--- config.mk ---
export PLATFORM = sky130hd
export DESIGN_NAME = acq_control
export DESIGN_NICKNAME = d
export VERILOG_FILES = /design/src/acq_pkg.sv /design/src/acq_control.sv
export SDC_FILE = /design/constraint.sdc
export NUM_CORES = 1
export LEC_CHECK = 0
export BUFFER_PORTS_ARGS = -buffer_cell sky130_fd_sc_hd__buf_2
export CAP_MARGIN = 0
export CORE_MARGIN = 2
export CORE_UTILIZATION = 26
export DETAILED_ROUTE_END_ITERATION = 16
export PLACE_DENSITY = 0.47
export SETUP_SLACK_MARGIN = 0.3
export SYNTH_ARGS = -nofsm -noshare
export SYNTH_HDL_FRONTEND = slang
export SYNTH_SLANG_ARGS = --single-unit
--- constraint.sdc ---
create_clock -name clock -period 5.27 [get_ports clock]
set_input_delay 0.527 -clock clock [delete_from_list [all_inputs] [get_ports clock]]
set_output_delay 0.527 -clock clock [all_outputs]
set_load 0.01 [all_outputs]
--- src/acq_pkg.sv ---
`default_nettype none
package acq_pkg;
  // register byte offsets
  localparam logic [7:0] OFF_DATA = 8'h00;
  localparam logic [7:0] OFF_OUTCODE = 8'h04;
  localparam logic [7:0] OFF_CHSEL = 8'h08;
  localparam logic [7:0] OFF_GAIN = 8'h0C;
  localparam logic [7:0] OFF_MODE = 8'h10;
  localparam logic [7:0] OFF_SWTRIG = 8'h14;
  localparam logic [7:0] OFF_FIFORST = 8'h18;
  localparam logic [7:0] OFF_PACER1 = 8'h1C;
  localparam logic [7:0] OFF_PACER2 = 8'h20;
  // mode bit positions
  localparam int MODE_PRETRIG = 0;
  localparam int MODE_EXTSRC = 1;
  localparam int MODE_PACER = 2;
  localparam int MODE_AUTOSCAN = 3;
  // status bit positions in the gain register read
  localparam int ST_EMPTY = 4;
  localparam int ST_HALF = 5;
  localparam int ST_FULL = 6;
  localparam int ST_BUSY = 7;
  // reset values and limits
  localparam logic [2:0] GAIN_X1 = 3'h0;
  localparam logic [2:0] GAIN_MAX = 3'h4;
  localparam logic [3:0] MODE_RESET = 4'h0;
  localparam int CONV_CYCLES = 4;
  typedef enum logic [1:0] {CONV_IDLE, CONV_RUN, CONV_STORE} conv_state_t;
endpackage : acq_pkg
`default_nettype wire

--- src/acq_control.sv ---
// The implementer's own choices: the APB slave port and the address map.
`default_nettype none
// What this block does
// - one 12-bit output code channel, 0 to 4095, written by host
// - sixteen input channels chosen by a 4-bit number
// - auto-scan off: convert only the last written channel
// - auto-scan on: written number is the ending channel
// - channel read: bits 0-3 programmed number, bits 4-7 zero without scan
// - auto-scan on: bits 4-7 show the sequencer's current channel
// - after reset the gain is x1, the plus/minus ten volt range
// - five gains x1 to x16 selectable
// - gain setting reads back
// - gain address read also shows fifo empty and half-full flags
// - full flag set when fifo fills, results may be lost
// - busy flag while a conversion runs and stores
// - mode register picks source, pacer on/off, auto-scan; the pretrigger bit is only stored
// - mode options are independent bits written together
// - mode setting reads back
// - each data port read returns one conversion result, zero when the fifo is empty
// - repeated data reads return results in stored order
// - software trigger write starts one conversion when idle and the external source is not selected
// - fifo reset discards all stored results
// - pacer stops when either divider is zero
module acq_control
  import acq_pkg::*;
#(
  parameter int DEPTH = 16,
  parameter int AW = 4
) (
  // clock and reset
  input wire logic clock,
  input wire logic rstn,
  // apb slave
  input wire logic psel,
  input wire logic penable,
  input wire logic pwrite,
  input wire logic [7:0] paddr,
  input wire logic [31:0] pwdata,
  output logic [31:0] prdata,
  output logic pready,
  output logic pslverr,
  // converter side
  input wire logic extTrigger,
  input wire logic [11:0] convData,
  output logic [11:0] outputCode,
  output logic [3:0] muxSelect,
  output logic [2:0] gainSetting,
  output logic convStart
);

  // ****************************************************************
  // bus decode
  // ****************************************************************
  wire access = psel && penable;
  wire wrEn = access && pwrite;
  wire rdEn = access && !pwrite;
  wire hitData = paddr == OFF_DATA;
  wire hitOut = paddr == OFF_OUTCODE;
  wire hitChan = paddr == OFF_CHSEL;
  wire hitGain = paddr == OFF_GAIN;
  wire hitMode = paddr == OFF_MODE;
  wire hitSoft = paddr == OFF_SWTRIG;
  wire hitRst = paddr == OFF_FIFORST;
  wire hitP1 = paddr == OFF_PACER1;
  wire hitP2 = paddr == OFF_PACER2;
  wire mapped = hitData | hitOut | hitChan | hitGain | hitMode | hitSoft
              | hitRst | hitP1 | hitP2;

  // ****************************************************************
  // host registers
  // ****************************************************************
  logic [11:0] outCode_q;
  logic [3:0] chanSel_q;
  logic [2:0] gain_q;
  logic [3:0] mode_q;
  logic [15:0] div1_q, div2_q;
  wire gainOk = pwdata[2:0] <= GAIN_MAX;

  // writes land on the access edge only
  always_ff @(posedge clock or negedge rstn) begin
    if (!rstn) begin
      outCode_q <= 12'h000;
      chanSel_q <= 4'h0;
      gain_q <= GAIN_X1;
      mode_q <= MODE_RESET;
      div1_q <= 16'h0000;
      div2_q <= 16'h0000;
    end else if (wrEn) begin
      if (hitOut) outCode_q <= pwdata[11:0];
      if (hitChan) chanSel_q <= pwdata[3:0];
      if (hitGain && gainOk) gain_q <= pwdata[2:0];
      if (hitMode) mode_q <= pwdata[3:0];
      if (hitP1) div1_q <= pwdata[15:0];
      if (hitP2) div2_q <= pwdata[15:0];
    end
  end

  // ****************************************************************
  // trigger sources
  // ****************************************************************
  logic ext1_q, ext2_q, ext3_q;
  logic [15:0] cnt1_q, cnt2_q;
  wire autoScan = mode_q[MODE_AUTOSCAN];
  wire pacerOn = mode_q[MODE_PACER] && div1_q != 16'h0000
               && div2_q != 16'h0000;
  wire tick1 = cnt1_q == 16'h0000;
  wire pacerFire = pacerOn && tick1 && cnt2_q == 16'h0000;
  wire extFire = ext2_q && !ext3_q;
  wire softFire = wrEn && hitSoft;
  // the external source shuts out soft and pacer triggers, so one source owns the converter
  wire trigger = mode_q[MODE_EXTSRC] ? extFire : (softFire || pacerFire);

  // external trigger synchroniser; edge taken after the second stage
  always_ff @(posedge clock or negedge rstn) begin
    if (!rstn) begin
      ext1_q <= 1'b0;
      ext2_q <= 1'b0;
      ext3_q <= 1'b0;
    end else begin
      ext1_q <= extTrigger;
      ext2_q <= ext1_q;
      ext3_q <= ext2_q;
    end
  end

  // two cascaded dividers; held at reload while the pacer is off
  always_ff @(posedge clock or negedge rstn) begin
    if (!rstn) begin
      cnt1_q <= 16'h0000;
      cnt2_q <= 16'h0000;
    end else if (!pacerOn) begin
      cnt1_q <= div1_q - 16'h0001;
      cnt2_q <= div2_q - 16'h0001;
    end else if (tick1) begin
      cnt1_q <= div1_q - 16'h0001;
      cnt2_q <= (cnt2_q == 16'h0000) ? div2_q - 16'h0001 : cnt2_q - 16'h0001;
    end else begin
      cnt1_q <= cnt1_q - 16'h0001;
    end
  end

  // ****************************************************************
  // conversion sequencer
  // ****************************************************************
  conv_state_t state_q;
  logic [2:0] wait_q;
  logic [3:0] scanCh_q;
  wire convDone = state_q == CONV_STORE;
  wire [3:0] convCh = autoScan ? scanCh_q : chanSel_q;
  // a trigger during a running conversion is dropped, the converter cannot queue

  always_ff @(posedge clock or negedge rstn) begin
    if (!rstn) begin
      state_q <= CONV_IDLE;
      wait_q <= 3'h0;
    end else begin
      unique case (state_q)
        CONV_IDLE: if (trigger) begin
          state_q <= CONV_RUN;
          wait_q <= 3'(CONV_CYCLES - 1);
        end
        CONV_RUN: if (wait_q == 3'h0) state_q <= CONV_STORE;
          else wait_q <= wait_q - 3'h1;
        CONV_STORE: state_q <= CONV_IDLE;
      endcase
    end
  end

  // scan pointer steps after each stored result, wraps past the end
  always_ff @(posedge clock or negedge rstn) begin
    if (!rstn) scanCh_q <= 4'h0;
    else if (!autoScan) scanCh_q <= 4'h0;
    else if (convDone) scanCh_q <= (scanCh_q >= chanSel_q) ? 4'h0 : scanCh_q + 4'h1;
  end

  // ****************************************************************
  // result fifo
  // ****************************************************************
  logic [11:0] mem [DEPTH];
  logic [AW-1:0] wp_q, rp_q;
  logic [AW:0] count_q;
  logic full_q;
  logic popArm_q;
  wire popReq = rdEn && hitData;
  wire flush = wrEn && hitRst;
  // a result that meets a full fifo is lost; the full flag, cleared by the next data read, tells software
  wire push = convDone && count_q != (AW+1)'(DEPTH);
  // pop only behind a setup that saw data, so a result pushed in between is kept
  wire pop = popReq && popArm_q;
  wire [AW:0] cntNext = count_q + (AW+1)'(push) - (AW+1)'(pop);

  always_ff @(posedge clock) begin
    if (push) mem[wp_q] <= convData;
  end

  // pointers; flush wins over any same-cycle push or pop
  always_ff @(posedge clock or negedge rstn) begin
    if (!rstn) begin
      wp_q <= '0;
      rp_q <= '0;
      count_q <= '0;
      full_q <= 1'b0;
    end else if (flush) begin
      wp_q <= '0;
      rp_q <= '0;
      count_q <= '0;
      full_q <= 1'b0;
    end else begin
      if (push) wp_q <= wp_q + 1'b1;
      if (pop) rp_q <= rp_q + 1'b1;
      count_q <= cntNext;
      if (cntNext == (AW+1)'(DEPTH)) full_q <= 1'b1;
      else if (pop && !push) full_q <= 1'b0;
    end
  end

  // ****************************************************************
  // read mux
  // ****************************************************************
  wire [3:0] hiNib = autoScan ? scanCh_q : 4'h0;
  // status nibble: busy, full, half (from half the depth upward), empty
  wire [3:0] status = {state_q != CONV_IDLE, full_q,
                       count_q >= (AW+1)'(DEPTH / 2), count_q == '0};
  wire [31:0] rdMux =
      hitData ? {20'h00000, (count_q != '0) ? mem[rp_q] : 12'h000} :
      hitOut ? {20'h00000, outCode_q} :
      hitChan ? {24'h000000, hiNib, chanSel_q} :
      hitGain ? {24'h000000, status[3:0], 1'b0, gain_q} :
      hitMode ? {28'h0000000, mode_q} :
      hitP1 ? {16'h0000, div1_q} :
      hitP2 ? {16'h0000, div2_q} : 32'h00000000;

  // bus answer: one wait-free access phase, data registered at setup
  always_ff @(posedge clock or negedge rstn) begin
    if (!rstn) begin
      prdata <= 32'h00000000;
      pready <= 1'b0;
      pslverr <= 1'b0;
      popArm_q <= 1'b0;
    end else begin
      pready <= psel && !penable;
      popArm_q <= psel && !penable && !pwrite && hitData && count_q != '0;
      pslverr <= psel && !penable && !mapped;
      if (psel && !penable && !pwrite) prdata <= rdMux;
    end
  end

  // converter outputs from flops
  always_ff @(posedge clock or negedge rstn) begin
    if (!rstn) begin
      outputCode <= 12'h000;
      muxSelect <= 4'h0;
      gainSetting <= GAIN_X1;
      convStart <= 1'b0;
    end else begin
      outputCode <= outCode_q;
      muxSelect <= convCh;
      gainSetting <= gain_q;
      convStart <= state_q == CONV_IDLE && trigger;
    end
  end

  // ****************************************************************
  // checks
  // ****************************************************************
  // low nibble of a write, kept for the register checks
  wire [3:0] wrNib = pwdata[3:0];

  // reset and register writes
  gain_reset_a: assert property (@(posedge clock) $rose(rstn) |-> gain_q == GAIN_X1)
    else $error("gain not x1 after reset");
  gain_code_a: assert property (@(posedge clock) disable iff (!rstn) gain_q <= GAIN_MAX)
    else $error("illegal gain code stored");
  gain_keep_a: assert property (@(posedge clock) disable iff (!rstn)
      (wrEn && hitGain && !gainOk) |=> $stable(gain_q))
    else $error("unused gain code was stored");
  gain_out_a: assert property (@(posedge clock) disable iff (!rstn)
      gainSetting == $past(gain_q))
    else $error("gain output not following register");
  out_follow_a: assert property (@(posedge clock) disable iff (!rstn)
      outputCode == $past(outCode_q))
    else $error("output code not following register");
  chan_write_a: assert property (@(posedge clock) disable iff (!rstn)
      (wrEn && hitChan) |=> chanSel_q == $past(wrNib))
    else $error("channel number not stored");
  mode_write_a: assert property (@(posedge clock) disable iff (!rstn)
      (wrEn && hitMode) |=> mode_q == $past(wrNib))
    else $error("mode bits not stored together");

  // triggers and conversion timing
  soft_start_a: assert property (@(posedge clock) disable iff (!rstn)
      (softFire && !mode_q[MODE_EXTSRC] && state_q == CONV_IDLE) |=> convStart)
    else $error("soft trigger did not start");
  soft_pulse_a: assert property (@(posedge clock) disable iff (!rstn)
      convStart |=> !convStart)
    else $error("start pulse longer than one cycle");
  ext_only_a: assert property (@(posedge clock) disable iff (!rstn)
      (mode_q[MODE_EXTSRC] && !extFire) |=> !convStart)
    else $error("start without external edge");
  busy_run_a: assert property (@(posedge clock) disable iff (!rstn)
      convStart |-> state_q == CONV_RUN)
    else $error("busy missing during conversion");
  conv_len_a: assert property (@(posedge clock) disable iff (!rstn)
      convStart |-> ##4 convDone)
    else $error("conversion did not store on time");
  pacer_stop_a: assert property (@(posedge clock) disable iff (!rstn)
      (div1_q == 16'h0000 || div2_q == 16'h0000) |-> !pacerFire)
    else $error("pacer fired with zero divider");

  // scan sequencer
  fixed_chan_a: assert property (@(posedge clock) disable iff (!rstn)
      !autoScan |=> muxSelect == $past(chanSel_q))
    else $error("fixed channel not selected");
  scan_hold_a: assert property (@(posedge clock) disable iff (!rstn)
      !autoScan |=> scanCh_q == 4'h0)
    else $error("scan pointer moved with scan off");
  scan_step_a: assert property (@(posedge clock) disable iff (!rstn)
      (autoScan && convDone && scanCh_q < chanSel_q && !(wrEn && hitMode))
      |=> scanCh_q == $past(scanCh_q) + 4'h1)
    else $error("scan did not step by one");
  scan_wrap_a: assert property (@(posedge clock) disable iff (!rstn)
      (autoScan && convDone && scanCh_q >= chanSel_q && !(wrEn && hitMode)) |=> scanCh_q == 4'h0)
    else $error("scan did not wrap");

  // result fifo
  flush_empty_a: assert property (@(posedge clock) disable iff (!rstn)
      flush |=> count_q == '0)
    else $error("fifo not empty after flush");
  full_flag_a: assert property (@(posedge clock) disable iff (!rstn)
      count_q == (AW+1)'(DEPTH) |-> full_q)
    else $error("full flag missing");
  full_drop_a: assert property (@(posedge clock) disable iff (!rstn)
      (count_q == (AW+1)'(DEPTH) && !pop && !flush) |=> count_q == (AW+1)'(DEPTH))
    else $error("fifo count passed its depth");
  first_push_a: assert property (@(posedge clock) disable iff (!rstn)
      (convDone && count_q == '0 && !flush) |=> count_q == (AW+1)'(1))
    else $error("result not stored in empty fifo");
  pop_step_a: assert property (@(posedge clock) disable iff (!rstn)
      (pop && !flush) |=> rp_q == $past(rp_q) + 1'b1)
    else $error("read pointer did not step");
  data_zero_a: assert property (@(posedge clock) disable iff (!rstn)
      (psel && !penable && !pwrite && hitData && count_q == '0) |=> prdata == 32'h00000000)
    else $error("empty data read not zero");

endmodule : acq_control
`default_nettype wire

# Word-level counts from Yosys, hierarchy flattened

Memories as Yosys holds them, arrays and structs flattened.
Index checks and enable logic that the tools add are counted.

Flip-flop bits (word level): 168
Latch bits: 0
RAM bits: 192
Bits in read-only memories: 0
Word-level logic and storage cells: 149
Memories kept: 1

Memories:

| memory | depth | bits a word | rd ports | clocked after Yosys merged registers in | write ports | RTL line           | source |
|---|---|---|---|---|---|---|---|
| mem    | 16    | 12          | 1        | 0                                       | 1           | acq_control.sv:179 | `logic [11:0] mem [DEPTH];` |

Add/sub/neg operators: 10
Multiply operators: 0
Divide/modulo/power cells: 0
$lt $le $gt $ge: 3
Equality and inequality tests: 17
Shift-type cells: 0
Multiplexer cells: 35
Bitwise operators: 8
Reduce and logical (&&, ||, !) cells: 49

Operators by type and width:

| operator              | number |
|---|---|
| $mux 16               | 12 |
| $sub 16x1->16 const B | 4 |
| $mux 4                | 9 |
| $eq 8x5->1 const B    | 4 |
| $logic_not 16->1      | 2 |
| $reduce_bool 16->1    | 2 |
| $logic_and 1x1->1     | 21 |
| $eq 8x4->1 const B    | 2 |
| $reduce_and 2->1      | 7 |
| $add 4x1->4 const B   | 3 |
| $mux 12               | 1 |
| $eq 8x3->1 const B    | 1 |
| $eq 8x6->1 const B    | 1 |
| $logic_not 8->1       | 1 |
| $or 1x1->1            | 8 |
| $reduce_bool 2->1     | 4 |
| $mux 1                | 6 |
| $mux 3                | 2 |
| $ne 2x2->1 const B    | 3 |
| $pmux 2 s3            | 1 |
| $pmux 3 s2            | 1 |
| $add 5x1->5           | 1 |
| $eq 5x5->1 const B    | 1 |
| $ge 5x4->1 const B    | 1 |
| 18 further kinds      | 24 |

# Longest topological paths before layout

Gate-level depths: netlist of run 1.

Depth in word-level cells: 11
Depth in mapped cells: 14

# Worst setup path before layout of run 1

No wires, ideal clock.

Path kind: input -> register
Start: input port paddr[5]
End: register full_q
Library setup time: 0.132 ns
Arrival time: 2.988 ns
Data required time: 5.138 ns
Setup slack: 2.150 ns
Stages: 11
Buffers on the path: 0
Cell sequence: or4_1 nor3_1 ha_1 inv_1 ha_1 fa_1 a21oi_1 o21bai_1 xnor2_1 a41oi_1 nor2_1

Longest elaborated chain between the ends: 7

RTL lines:

| element                | RTL line           | source |
|---|---|---|
| start: declaration     | acq_control.sv:37  | `input wire logic [7:0] paddr,` |
| $logic_not 8->1        | acq_control.sv:57  | `wire hitData = paddr == OFF_DATA;` |
| $logic_and 1x1->1      | acq_control.sv:184 | `wire popReq = rdEn && hitData;` |
| $logic_and 1x1->1      | acq_control.sv:189 | `wire pop = popReq && popArm_q;` |
| $sub 5x1->5            | acq_control.sv:190 | `wire [AW:0] cntNext = count_q + (AW+1)'(push) - (AW+1)'(pop);` |
| $eq 5x5->1             | acq_control.sv:212 | `if (cntNext == (AW+1)'(DEPTH)) full_q <= 1'b1;` |
| $mux 1                 | acq_control.sv:212 |  |
| $mux 1                 | acq_control.sv:203 | `end else if (flush) begin` |
| end signal: assignment | acq_control.sv:202 | `full_q <= 1'b0;` |
| end signal: assignment | acq_control.sv:212 |  |
| end signal: assignment | acq_control.sv:213 | `else if (pop && !push) full_q <= 1'b0;` |
| end: declaration       | acq_control.sv:182 | `logic full_q;` |

Parallel ways exist; a longest one is shown, timed or not.
A chain may end at the register's enable or synchronous reset.

# Worst setup path after layout of run 1

Start: register state_q[0]
End: register full_q

Longest elaborated chain between the ends: 7

RTL lines:

| element                  | RTL line           | source |
|---|---|---|
| start: declaration       | acq_control.sv:145 | `conv_state_t state_q;` |
| start signal: assignment | acq_control.sv:154 | `state_q <= CONV_IDLE;` |
| start signal: assignment | acq_control.sv:159 | `state_q <= CONV_RUN;` |
| start signal: assignment | acq_control.sv:162 | `CONV_RUN: if (wait_q == 3'h0) state_q <= CONV_STORE;` |
| $eq 2x2->1 (*)           | acq_control.sv:148 | `wire convDone = state_q == CONV_STORE;` |
| $logic_and 1x1->1 (*)    | acq_control.sv:187 | `wire push = convDone && count_q != (AW+1)'(DEPTH);` |
| $add 5x1->5              | acq_control.sv:190 |  |
| $sub 5x1->5              | acq_control.sv:190 |  |
| $eq 5x5->1               | acq_control.sv:212 |  |
| $mux 1                   | acq_control.sv:212 |  |
| $mux 1                   | acq_control.sv:203 |  |

Every way passes the cells marked *; elsewhere a longest branch is shown, timed or not.

==> results of run 1 <==
==> worst reg2reg max path, delay by kind of cell (launching register included) <==
| kind | cells | cell delay (ps) |
|---|---|---|
| flip-flops | 1 | 380 |
| buffers and inverters | 4 | 520 |
| adder cells (fa/ha/maj) | 4 | 1280 |
| XOR/XNOR | 1 | 140 |
| AND/OR/NAND/NOR | 1 | 50 |
| AO/OA/AOI/OAI | 4 | 990 |
==> where the power goes <==
group / switching (µW) / total, µW / internal, µW / leakage [µW]
Clock: 1150 / 2730 / 1580 / 0.000624
Combinational: 378 / 644 / 267 / 0.00257
Sequential: 81.1 / 3030 / 2940 / 0.00367
==> state kept, by name, indices dropped and copies added (netlist names), 5 cells and up <==
signal and flops:
div1_q 16, outputCode 12, div2_q 16, prdata 16
count_q 5, cnt1_q 16, mem 192, cnt2_q 16
outCode_q 12
==> layout by cell type (no fill, tap or decap), types with 11 or more instances in the layout <==
cell type	n
a21oi_1	19
and2_1	21
and3_1	14
buf_2	78
buf_4	11
clkbuf_16	39
conb_1	16
dfrtp_1	150
edfxtp_1	192
ha_1	30
inv_1	35
mux2_2	46
mux2i_1	23
mux4_2	60
nand2_1	64
nand3_1	18
nand4_1	13
nor2_1	58
nor3_1	22
nor4_1	16
o21ai_0	32
xnor2_1	25
xor2_1	25
==> cell usage after synthesis (7+ instances only) <==
cell type  instances
a22oi_1           10
mux2_2            46
buf_2             10
and2_1            21
ha_1              30
a221oi_1          10
nor2b_1            9
clkbuf_1          29
nor3_1            22
nand3_1           18
nand2_1           64
xor2_1            25
nand4_1           13
xnor2_1           25
a221o_1            7
nor2_1            58
mux4_2            60
and3_1            14
nor4_1            18
a32oi_1            8
nand2b_1           9
mux2i_1           23
dfrtp_1          152
or4_1              8
o21ai_0           32
nand3b_1           8
a21oi_1           19
edfxtp_1         192
inv_1             35
a31oi_1            8
buf_4             16
==> worst min-delay path by stage <==
| stage | start | end | cells after the start |
|---|---|---|---|
| floorplan | rstn | chanSel_q[0] | 0 |
| global placement | ext1_q | ext2_q | 0 |
| detailed placement | ext1_q | ext2_q | 0 |
| CTS | extTrigger | ext1_q | 1 |
| global route | extTrigger | ext1_q | 1 |
| finish | extTrigger | ext1_q | 1 |
==> kinds of logic (layout without fill, tap and decap cells) <==
kind of cell | Yosys count | count (layout) | share of synthesized area, %
AO/OA/AOI/OAI | 152 | 152 | 6.93
XOR/XNOR | 50 | 50 | 2.80
adder cells (fa/ha/maj) | 31 | 31 | 2.52
buffers and inverters | 92 | 196 | 2.72
flip-flops | 344 | 344 | 61.1
multiplexers | 129 | 129 | 13.4
other | 1 | 16 | 0.0239
AND/OR/NAND/NOR | 298 | 298 | 10.5
==> layout make-up <==
| cell class | count | area (µm²) | share of cell area (%) |
|---|---|---|---|
| Timing Repair Buffer | 91 | 494 | 2.72 |
| Inverter | 35 | 131 | 0.723 |
| Sequential cell | 344 | 9570 | 52.7 |
| Tap cell | 773 | 967 | 5.32 |
| Multi-Input combinational cell | 676 | 5750 | 31.6 |
| Clock inverter | 19 | 209 | 1.15 |
| Clock buffer | 51 | 1060 | 5.84 |
==> timing repair <==
action | CTS | global route
hold buffers | 1 | 0
endpoints found under the hold margin | 53 | 0
resized for setup | 0 | 0
endpoints found under the setup margin | 0 | 0
==> through the flow <==
| stage | total power, µW | utilization, % |
|---|---|---|
| 5_1_grt | 6690 | 30.7 |
| 6_report | 6400 | 30.7 |
| 3_5_place_dp | 3730 | 28.5 |
| 3_3_place_gp | 3720 | 28.5 |
| 2_1_floorplan | 3510 | - |
| 4_1_cts | 6480 | 30.7 |
==> metal layers <==
layer	track usage [%]	part of all wire (%)
met1	18.5	46
met2	21.7	47
met3	2.88	4.8
met4	3.46	2.0
met5	0	0.077
==> impl_metrics.json, run 1 <==
{
  "status": "finished clean",
  "gp_congestion": 0.827,
  "root_buffer": "clkbuf_16",
  "path_depth": 14,
  "dieWidth_um": 249,
  "io_pins": 112,
  "cts_buffer_depth": 3,
  "routed_wl_um": 41800,
  "r2r_slack_ps": 1790,
  "antenna_found_initial": 6,
  "p_leak_uw": 0.00686,
  "finalWorstSetupSlack_ps": 1790,
  "via_count": 9607,
  "nNetsFinal": 1276,
  "hp-class": "in -> reg",
  "place_ws_ps": 1500,
  "post-route-drc-count": 0,
  "crit_fanout": 7,
  "crit_type": "reg -> reg",
  "grt_first_pass_wirelength_um": 63600,
  "first_iter_violations": 799,
  "powerDensity_nw_per_um2": 352,
  "tns_ps": 0,
  "yosysWarnings": 0,
  "globalRouteOverflowTotal": 0,
  "core_region_area_um2": 59200,
  "startpoint_type": "flop",
  "drtPass1Iterations": 5,
  "cts_setup_buffers": 0,
  "final_hold_viol_count": 0,
  "synth.avg_cell_area_um2": 14.3,
  "cap_viol_max_count": 0,
  "worst_hold_slack_ps": 67.4,
  "io_buffers": 79,
  "final_cell_area_um2": 18200,
  "synth_top_flop_cell": "edfxtp_1",
  "numCtsBuffers": 39,
  "rsz0062_at_grt": "no",
  "slowest_stage": "a21oi_1",
  "yosys_register_bits": 344,
  "num_rows": 89,
  "synth_area_um2": 15700,
  "crit_path_end": "full_q",
  "grt_pass1_vias": 9898,
  "final_cells": 1989,
  "period_share_pct": 66.0,
  "cp.arrival_ps": 3930,
  "fmax_mhz": 288,
  "yosysUniqueCellTypes": 73,
  "drv_slew": 0,
  "synth.area.top_cells": "edfxtp_1 37%, dfrtp_1 24%, mux4_2 8.6%",
  "ys_seq_area_share_pct": 61.1,
  "tightest_slew_ps": 971,
  "cts_tree": "done",
  "postSynthCellCount": 1097,
  "layout_min_cycle_time_ps": 3480,
  "reg2reg_depth": 14,
  "async_flop_share_pct": 44.2,
  "critPathLaunch": "state_q[0]",
  "antenna_left": 0,
  "cpPeakStageDelay_ps": 530,
  "synth_top_area_cell": "edfxtp_1",
  "dp_cells": 1918,
  "clock_skew_ps": 19.0,
  "area_growth_pct": 16.1,
  "htree_levels": 2,
  "crit_top_cell": "inv_1",
  "grt_max_degree": 59,
  "worstReg2RegStart": "state_q[0]",
  "synth_edf_count": 192,
  "via_per_inst": 4.83,
  "initial_core_util_pct": 26.4,
  "die_h_um": 249,
  "cts_sinks": 344,
  "fillers": 5959,
  "insertion_delay_ps": 570,
  "end_kind": "flop",
  "n_antenna_cell": 0,
  "layout-drive-gt1-share_pct": 22.7,
  "path_cells": "inv_1 > ha_1 > inv_1 > a21oi_1 > inv_1 > ha_1 > inv_1 > ha_1 > fa_1 > a21oi_1 > o21bai_1 > xnor2_1 > a41oi_1 > nor2_1",
  "path_clk_slew_ps": 60,
  "ir_drop_mv": 0.222,
  "path_delay_family": "adder cells",
  "synth_top_area_share_pct": 36.8,
  "max_slew_margin_pct": 35.3,
  "wl_per_cell_um": 21.0,
  "grtUsageTotal_pct": 13.5,
  "setup_viol": 0,
  "r2r_end": "full_q",
  "critPathBufInv": 4,
  "place_area_um2": 16900,
  "required_ps": 5730,
  "dieArea_um2": 62200,
  "hpwl_um": 28100
}
Power figures use the tool's default switching activity.
==> inputs of run 2 (changes only) <==
--- a/config.mk
+++ b/config.mk
@@ -10,7 +10,7 @@
 export CORE_MARGIN = 2
 export CORE_UTILIZATION = 26
 export DETAILED_ROUTE_END_ITERATION = 16
-export PLACE_DENSITY = 0.47
+export PLACE_DENSITY = 0.48
 export SETUP_SLACK_MARGIN = 0.3
 export SYNTH_ARGS = -nofsm -noshare
 export SYNTH_HDL_FRONTEND = slang
==> constraint.sdc (replaced) <==
create_clock -name clock -period 2.88 [get_ports clock]
set_input_delay 0.288 -clock clock [delete_from_list [all_inputs] [get_ports clock]]
set_output_delay 0.288 -clock clock [all_outputs]
set_load 0.01 [all_outputs]
==> run 2 against run 1 <==
  * Combinational power grew 110%
  * Hold slack got worse by 51 ps
  * Register-to-register slack lost 1500 ps
  * Global-route usage grew 0.16 points
  * Critical path depth stayed put
  * Sequential share of layout area shrank 1.8 points
  * Critical endpoint unchanged
  * Largest cell class unchanged
  * Largest power group unchanged
==> impl_metrics.json, run 2 (same netlist as run 1, synthesis figures left out) <==
{
  "grt_max_degree": 72,
  "startpoint_type": "flop",
  "path_clk_slew_ps": 70,
  "clock_skew_ps": 22.5,
  "antenna_left": 0,
  "drtPass1Iterations": 5,
  "initial_core_util_pct": 26.4,
  "cp.arrival_ps": 3000,
  "grtUsageTotal_pct": 13.7,
  "rsz0062_at_grt": "yes",
  "ir_drop_mv": 0.358,
  "via_per_inst": 4.79,
  "setup_viol": 0,
  "cts_sinks": 344,
  "antenna_found_initial": 5,
  "dieWidth_um": 249,
  "htree_levels": 2,
  "worstReg2RegStart": "count_q[3]",
  "numCtsBuffers": 38,
  "cts_tree": "done",
  "reg2reg_depth": 14,
  "routed_wl_um": 42800,
  "final_cell_mix": "192 x edfxtp_1, 150 x dfrtp_1, 78 x buf_2",
  "via_count": 9894,
  "dieArea_um2": 62200,
  "hp-class": "in -> reg",
  "final_hold_viol_count": 0,
  "tns_ps": 0,
  "crit_type": "reg -> reg",
  "r2r_end": "full_q",
  "fmax_mhz": 392,
  "final_core_util_pct": 31.8,
  "required_ps": 3330,
  "layout_min_cycle_time_ps": 2550,
  "p_leak_uw": 0.00721,
  "regMostFlops": "mem",
  "max_slew_margin_pct": 46.6,
  "wl_per_cell_um": 20.8,
  "tightest_slew_ps": 781,
  "cap_viol_max_count": 0,
  "insertion_delay_ps": 560,
  "r2r_slack_ps": 330,
  "hold_depth": 2,
  "grt_first_pass_wirelength_um": 64800,
  "io_pins": 112,
  "drv_slew": 0,
  "hold_path_end": "div2_q[9]",
  "io_buffers": 79,
  "end_kind": "flop",
  "nNetsFinal": 1351,
  "crit_fanout": 3,
  "hpwl_um": 29500,
  "die_h_um": 249,
  "area_growth_pct": 20.3,
  "root_buffer": "clkbuf_16",
  "cts_buffer_depth": 3,
  "core_region_area_um2": 59200,
  "largest_reg_flops": 192,
  "layout-drive-gt1-share_pct": 28.5,
  "num_rows": 89,
  "final_common_cell": "edfxtp_1",
  "post-route-drc-count": 0,
  "grt_pass1_vias": 10120,
  "period_share_pct": 88.6,
  "globalRouteOverflowTotal": 0,
  "hp-start": "pwdata[9]",
  "gp_congestion": 0.829,
  "fillers": 5891,
  "powerDensity_nw_per_um2": 611,
  "first_iter_violations": 618,
  "status": "finished clean"
}
-- run 2: power by group --
part	total, µW	switching [µW]	internal [µW]
clock network	4580	2070	2500
logic	1370	753	617
registers	5560	173	5390
-- run 2: how the worst max path moves through the flow --
stage,startpoint,to,slack [ps],cells after the start
after floorplan,count_q[2],full_q,310,14
after global placement,paddr[5],full_q,110,12
after detailed placement,paddr[1],full_q,60,12
after CTS,count_q[2],full_q,260,14
after global routing,count_q[3],full_q,180,14
final,count_q[3],full_q,330,14
-- run 2: per-layer routing --
metal,GRT usage (%),wire [µm],up-vias,share of wire [%]
li1,-,-,4520,-
met5,0,24,-,0.056
met1,19.0,19600,5052,46
met3,2.45,2160,69,5.0
met4,3.82,1020,4,2.4
met2,21.9,20000,249,47
-- run 2: final cells by class --
cell class / instances / area [µm²] / share of cell area, %
Antenna cell: 2 / 5.00 / 0.0266
Clock buffer: 50 / 1010 / 5.34
Clock inverter: 17 / 138 / 0.731
Inverter: 35 / 131 / 0.697
Multi-Input combinational cell: 676 / 5880 / 31.2
Sequential cell: 344 / 9570 / 50.8
Tap cell: 773 / 967 / 5.13
Timing Repair Buffer: 167 / 1140 / 6.05
-- run 2: critical path, stage by stage, from the launching register on --
cell	delay [ps]
dfrtp_1	360
inv_2	60
ha_4	160
nor3b_4	150
a21oi_4	170
inv_2	70
ha_4	260
inv_2	40
ha_4	150
fa_2	350
a21oi_2	130
o21bai_1	100
xnor2_1	150
a41oi_1	220
nor2_1	70
-- run 2: timing repair --
| action | 4_1_cts | 5_1_grt |
|---|---|---|
| setup buffers | 3 | 8 |
| hold buffers | 6 | 0 |
| resized for setup | 8 | 18 |
| setup endpoints to repair | 56 | 51 |
| pin swaps | 1 | 12 |
| endpoints found under the hold margin | 78 | 0 |
-- run 2: per-stage QoR --
| stage | area [µm²] | hold slack [ps] | setup WS [ps] | instances | total power (µW) |
|---|---|---|---|---|---|
| 2_1_floorplan | 15800 | -7.59 | 305 | 1112 | 6440 |
| 3_3_place_gp | 17400 | 339 | 107 | 1978 | 6860 |
| 3_5_place_dp | 17400 | 336 | 59.8 | 1978 | 6880 |
| 4_1_cts | 18700 | 5.00 | 259 | 2054 | 11500 |
| 5_1_grt | 18800 | 15.6 | 180 | 2062 | 12000 |
| 6_report | 18800 | 15.9 | 327 | 2064 | 11500 |
==> inputs of run 3 (changes only) <==
--- a/config.mk
+++ b/config.mk
@@ -10,6 +10,7 @@
 export CORE_MARGIN = 2
 export CORE_UTILIZATION = 26
 export DETAILED_ROUTE_END_ITERATION = 16
+export MAX_ROUTING_LAYER = met4
 export PLACE_DENSITY = 0.48
 export SETUP_SLACK_MARGIN = 0.3
 export SYNTH_ARGS = -nofsm -noshare
==> run 3 against run 2 <==
  * Cell count about the same
  * Via count rose by 0.57%
  * Critical path type unchanged
  * Count of clock-buffer cells in the layout did not move
==> impl_metrics.json, run 3 (same netlist as run 1, synthesis figures left out) <==
{
  "final_core_util_pct": 31.8,
  "routed_wl_um": 42800,
  "antenna_left": 0,
  "post-route-drc-count": 0,
  "grt_first_pass_wirelength_um": 64800,
  "end_kind": "flop",
  "root_buffer": "clkbuf_16",
  "die_h_um": 249,
  "drtPass1Iterations": 5,
  "grt_max_degree": 72,
  "clock_skew_ps": 19.6,
  "area_growth_pct": 20.3,
  "numCtsBuffers": 38,
  "powerDensity_nw_per_um2": 610,
  "setup_viol": 0,
  "dieWidth_um": 249,
  "cap_viol_max_count": 0,
  "hpwl_um": 29500,
  "startpoint_type": "flop",
  "num_rows": 89,
  "path_clk_slew_ps": 70,
  "layout_min_cycle_time_ps": 2550,
  "crit_fanout": 3,
  "via_count": 9950,
  "rsz0062_at_grt": "yes",
  "cts_tree": "done",
  "cts_sinks": 344,
  "htree_levels": 2,
  "period_share_pct": 88.6,
  "cp.arrival_ps": 2990,
  "grt_pass1_vias": 10114,
  "drv_slew": 0,
  "required_ps": 3320,
  "via_per_inst": 4.82,
  "io_pins": 112,
  "layout-drive-gt1-share_pct": 28.5,
  "globalRouteOverflowTotal": 0,
  "insertion_delay_ps": 550,
  "final_hold_viol_count": 0,
  "final_common_cell": "edfxtp_1",
  "largest_reg_flops": 192,
  "tns_ps": 0,
  "crit_type": "reg -> reg",
  "final_cell_area_um2": 18800,
  "nNetsFinal": 1351,
  "tightest_slew_ps": 740,
  "place_area_um2": 17400,
  "core_region_area_um2": 59200,
  "first_iter_violations": 644,
  "regMostFlops": "mem",
  "gp_congestion": 0.843,
  "hp-class": "in -> reg",
  "status": "finished clean",
  "io_buffers": 79,
  "ir_drop_mv": 0.358,
  "antenna_found_initial": 5,
  "final_cell_mix": "192 x edfxtp_1, 150 x dfrtp_1, 78 x buf_2",
  "fmax_mhz": 392,
  "cts_buffer_depth": 3,
  "wl_per_cell_um": 20.7,
  "initial_core_util_pct": 26.4,
  "p_leak_uw": 0.00721,
  "grtUsageTotal_pct": 14.1,
  "max_slew_margin_pct": 49.4,
  "dieArea_um2": 62200
}
run 3: changes by cell type in the layout (fill, tap and decap cells not counted):
cell / change
diode_2: +1
run 3: worst paths after layout:
path | to | startpoint | slack (ps) | cells after the start
min in group asynchronous | ext2_q | rstn | 340 | 2
min reg2reg | ext2_q | ext1_q | 370 | 0
min | div2_q[9] | pwdata[9] | 20 | 2
max | full_q | count_q[2] | 330 | 14
max in group asynchronous | rp_q[0] | rstn | 1750 | 3
max reg2reg | full_q | count_q[2] | 330 | 14
run 3: final cells by class:
type	instances	area (µm²)
Fill cell	5889	40400
Sequential cell	344	9570
Multi-Input combinational cell	676	5880
Timing Repair Buffer	167	1140
Clock buffer	50	1010
Tap cell	773	967
Clock inverter	17	138
Inverter	35	131
Antenna cell	3	7.51
run 3: timing repair:
| action | 4_1_cts | 5_1_grt |
|---|---|---|
| endpoints found under the setup margin | 56 | 51 |
| endpoints found under the hold margin | 78 | 0 |
| pin swaps | 1 | 12 |
| buffers inserted | 3 | 8 |
| hold buffers | 6 | 0 |
| resized for setup | 8 | 18 |
run 3: metal layers:
| layer | share of wire, % | track usage, % | vias to the layer above |
|---|---|---|---|
| met4 | 2.4 | 3.82 | 0 |
| met2 | 47 | 21.8 | 253 |
| met5 | 0 | - | - |
| li1 | - | - | 4529 |
| met1 | 46 | 19.1 | 5103 |
| met3 | 4.9 | 2.36 | 65 |
run 3: worst max-delay path: stages (launching register included):
cell,delay (ps)
dfrtp_1,360
inv_2,70
ha_4,160
nor3b_4,150
a21oi_4,170
inv_2,70
ha_4,260
inv_2,40
ha_4,150
fa_2,350
a21oi_2,130
o21bai_1,100
xnor2_1,150
a41oi_1,220
nor2_1,70
run 3: per-stage QoR:
step                worst slack (ps)  hold WS, ps  cells  total power (µW)
floorplan                        305        -7.59   1112              6440
global placement                 107          339   1978              6860
detailed placement              59.8          336   1978              6880
CTS                              259         5.00   2054             11500
global route                     179         15.6   2065             12000
finish                           329         17.6   2065             11500
run 3: power by group:
group          switching, µW  total [µW]  internal [µW]
sequential               172        5560           5390
combinational            750        1370            617
clock                   2070        4570           2500
total                   2990       11500           8510
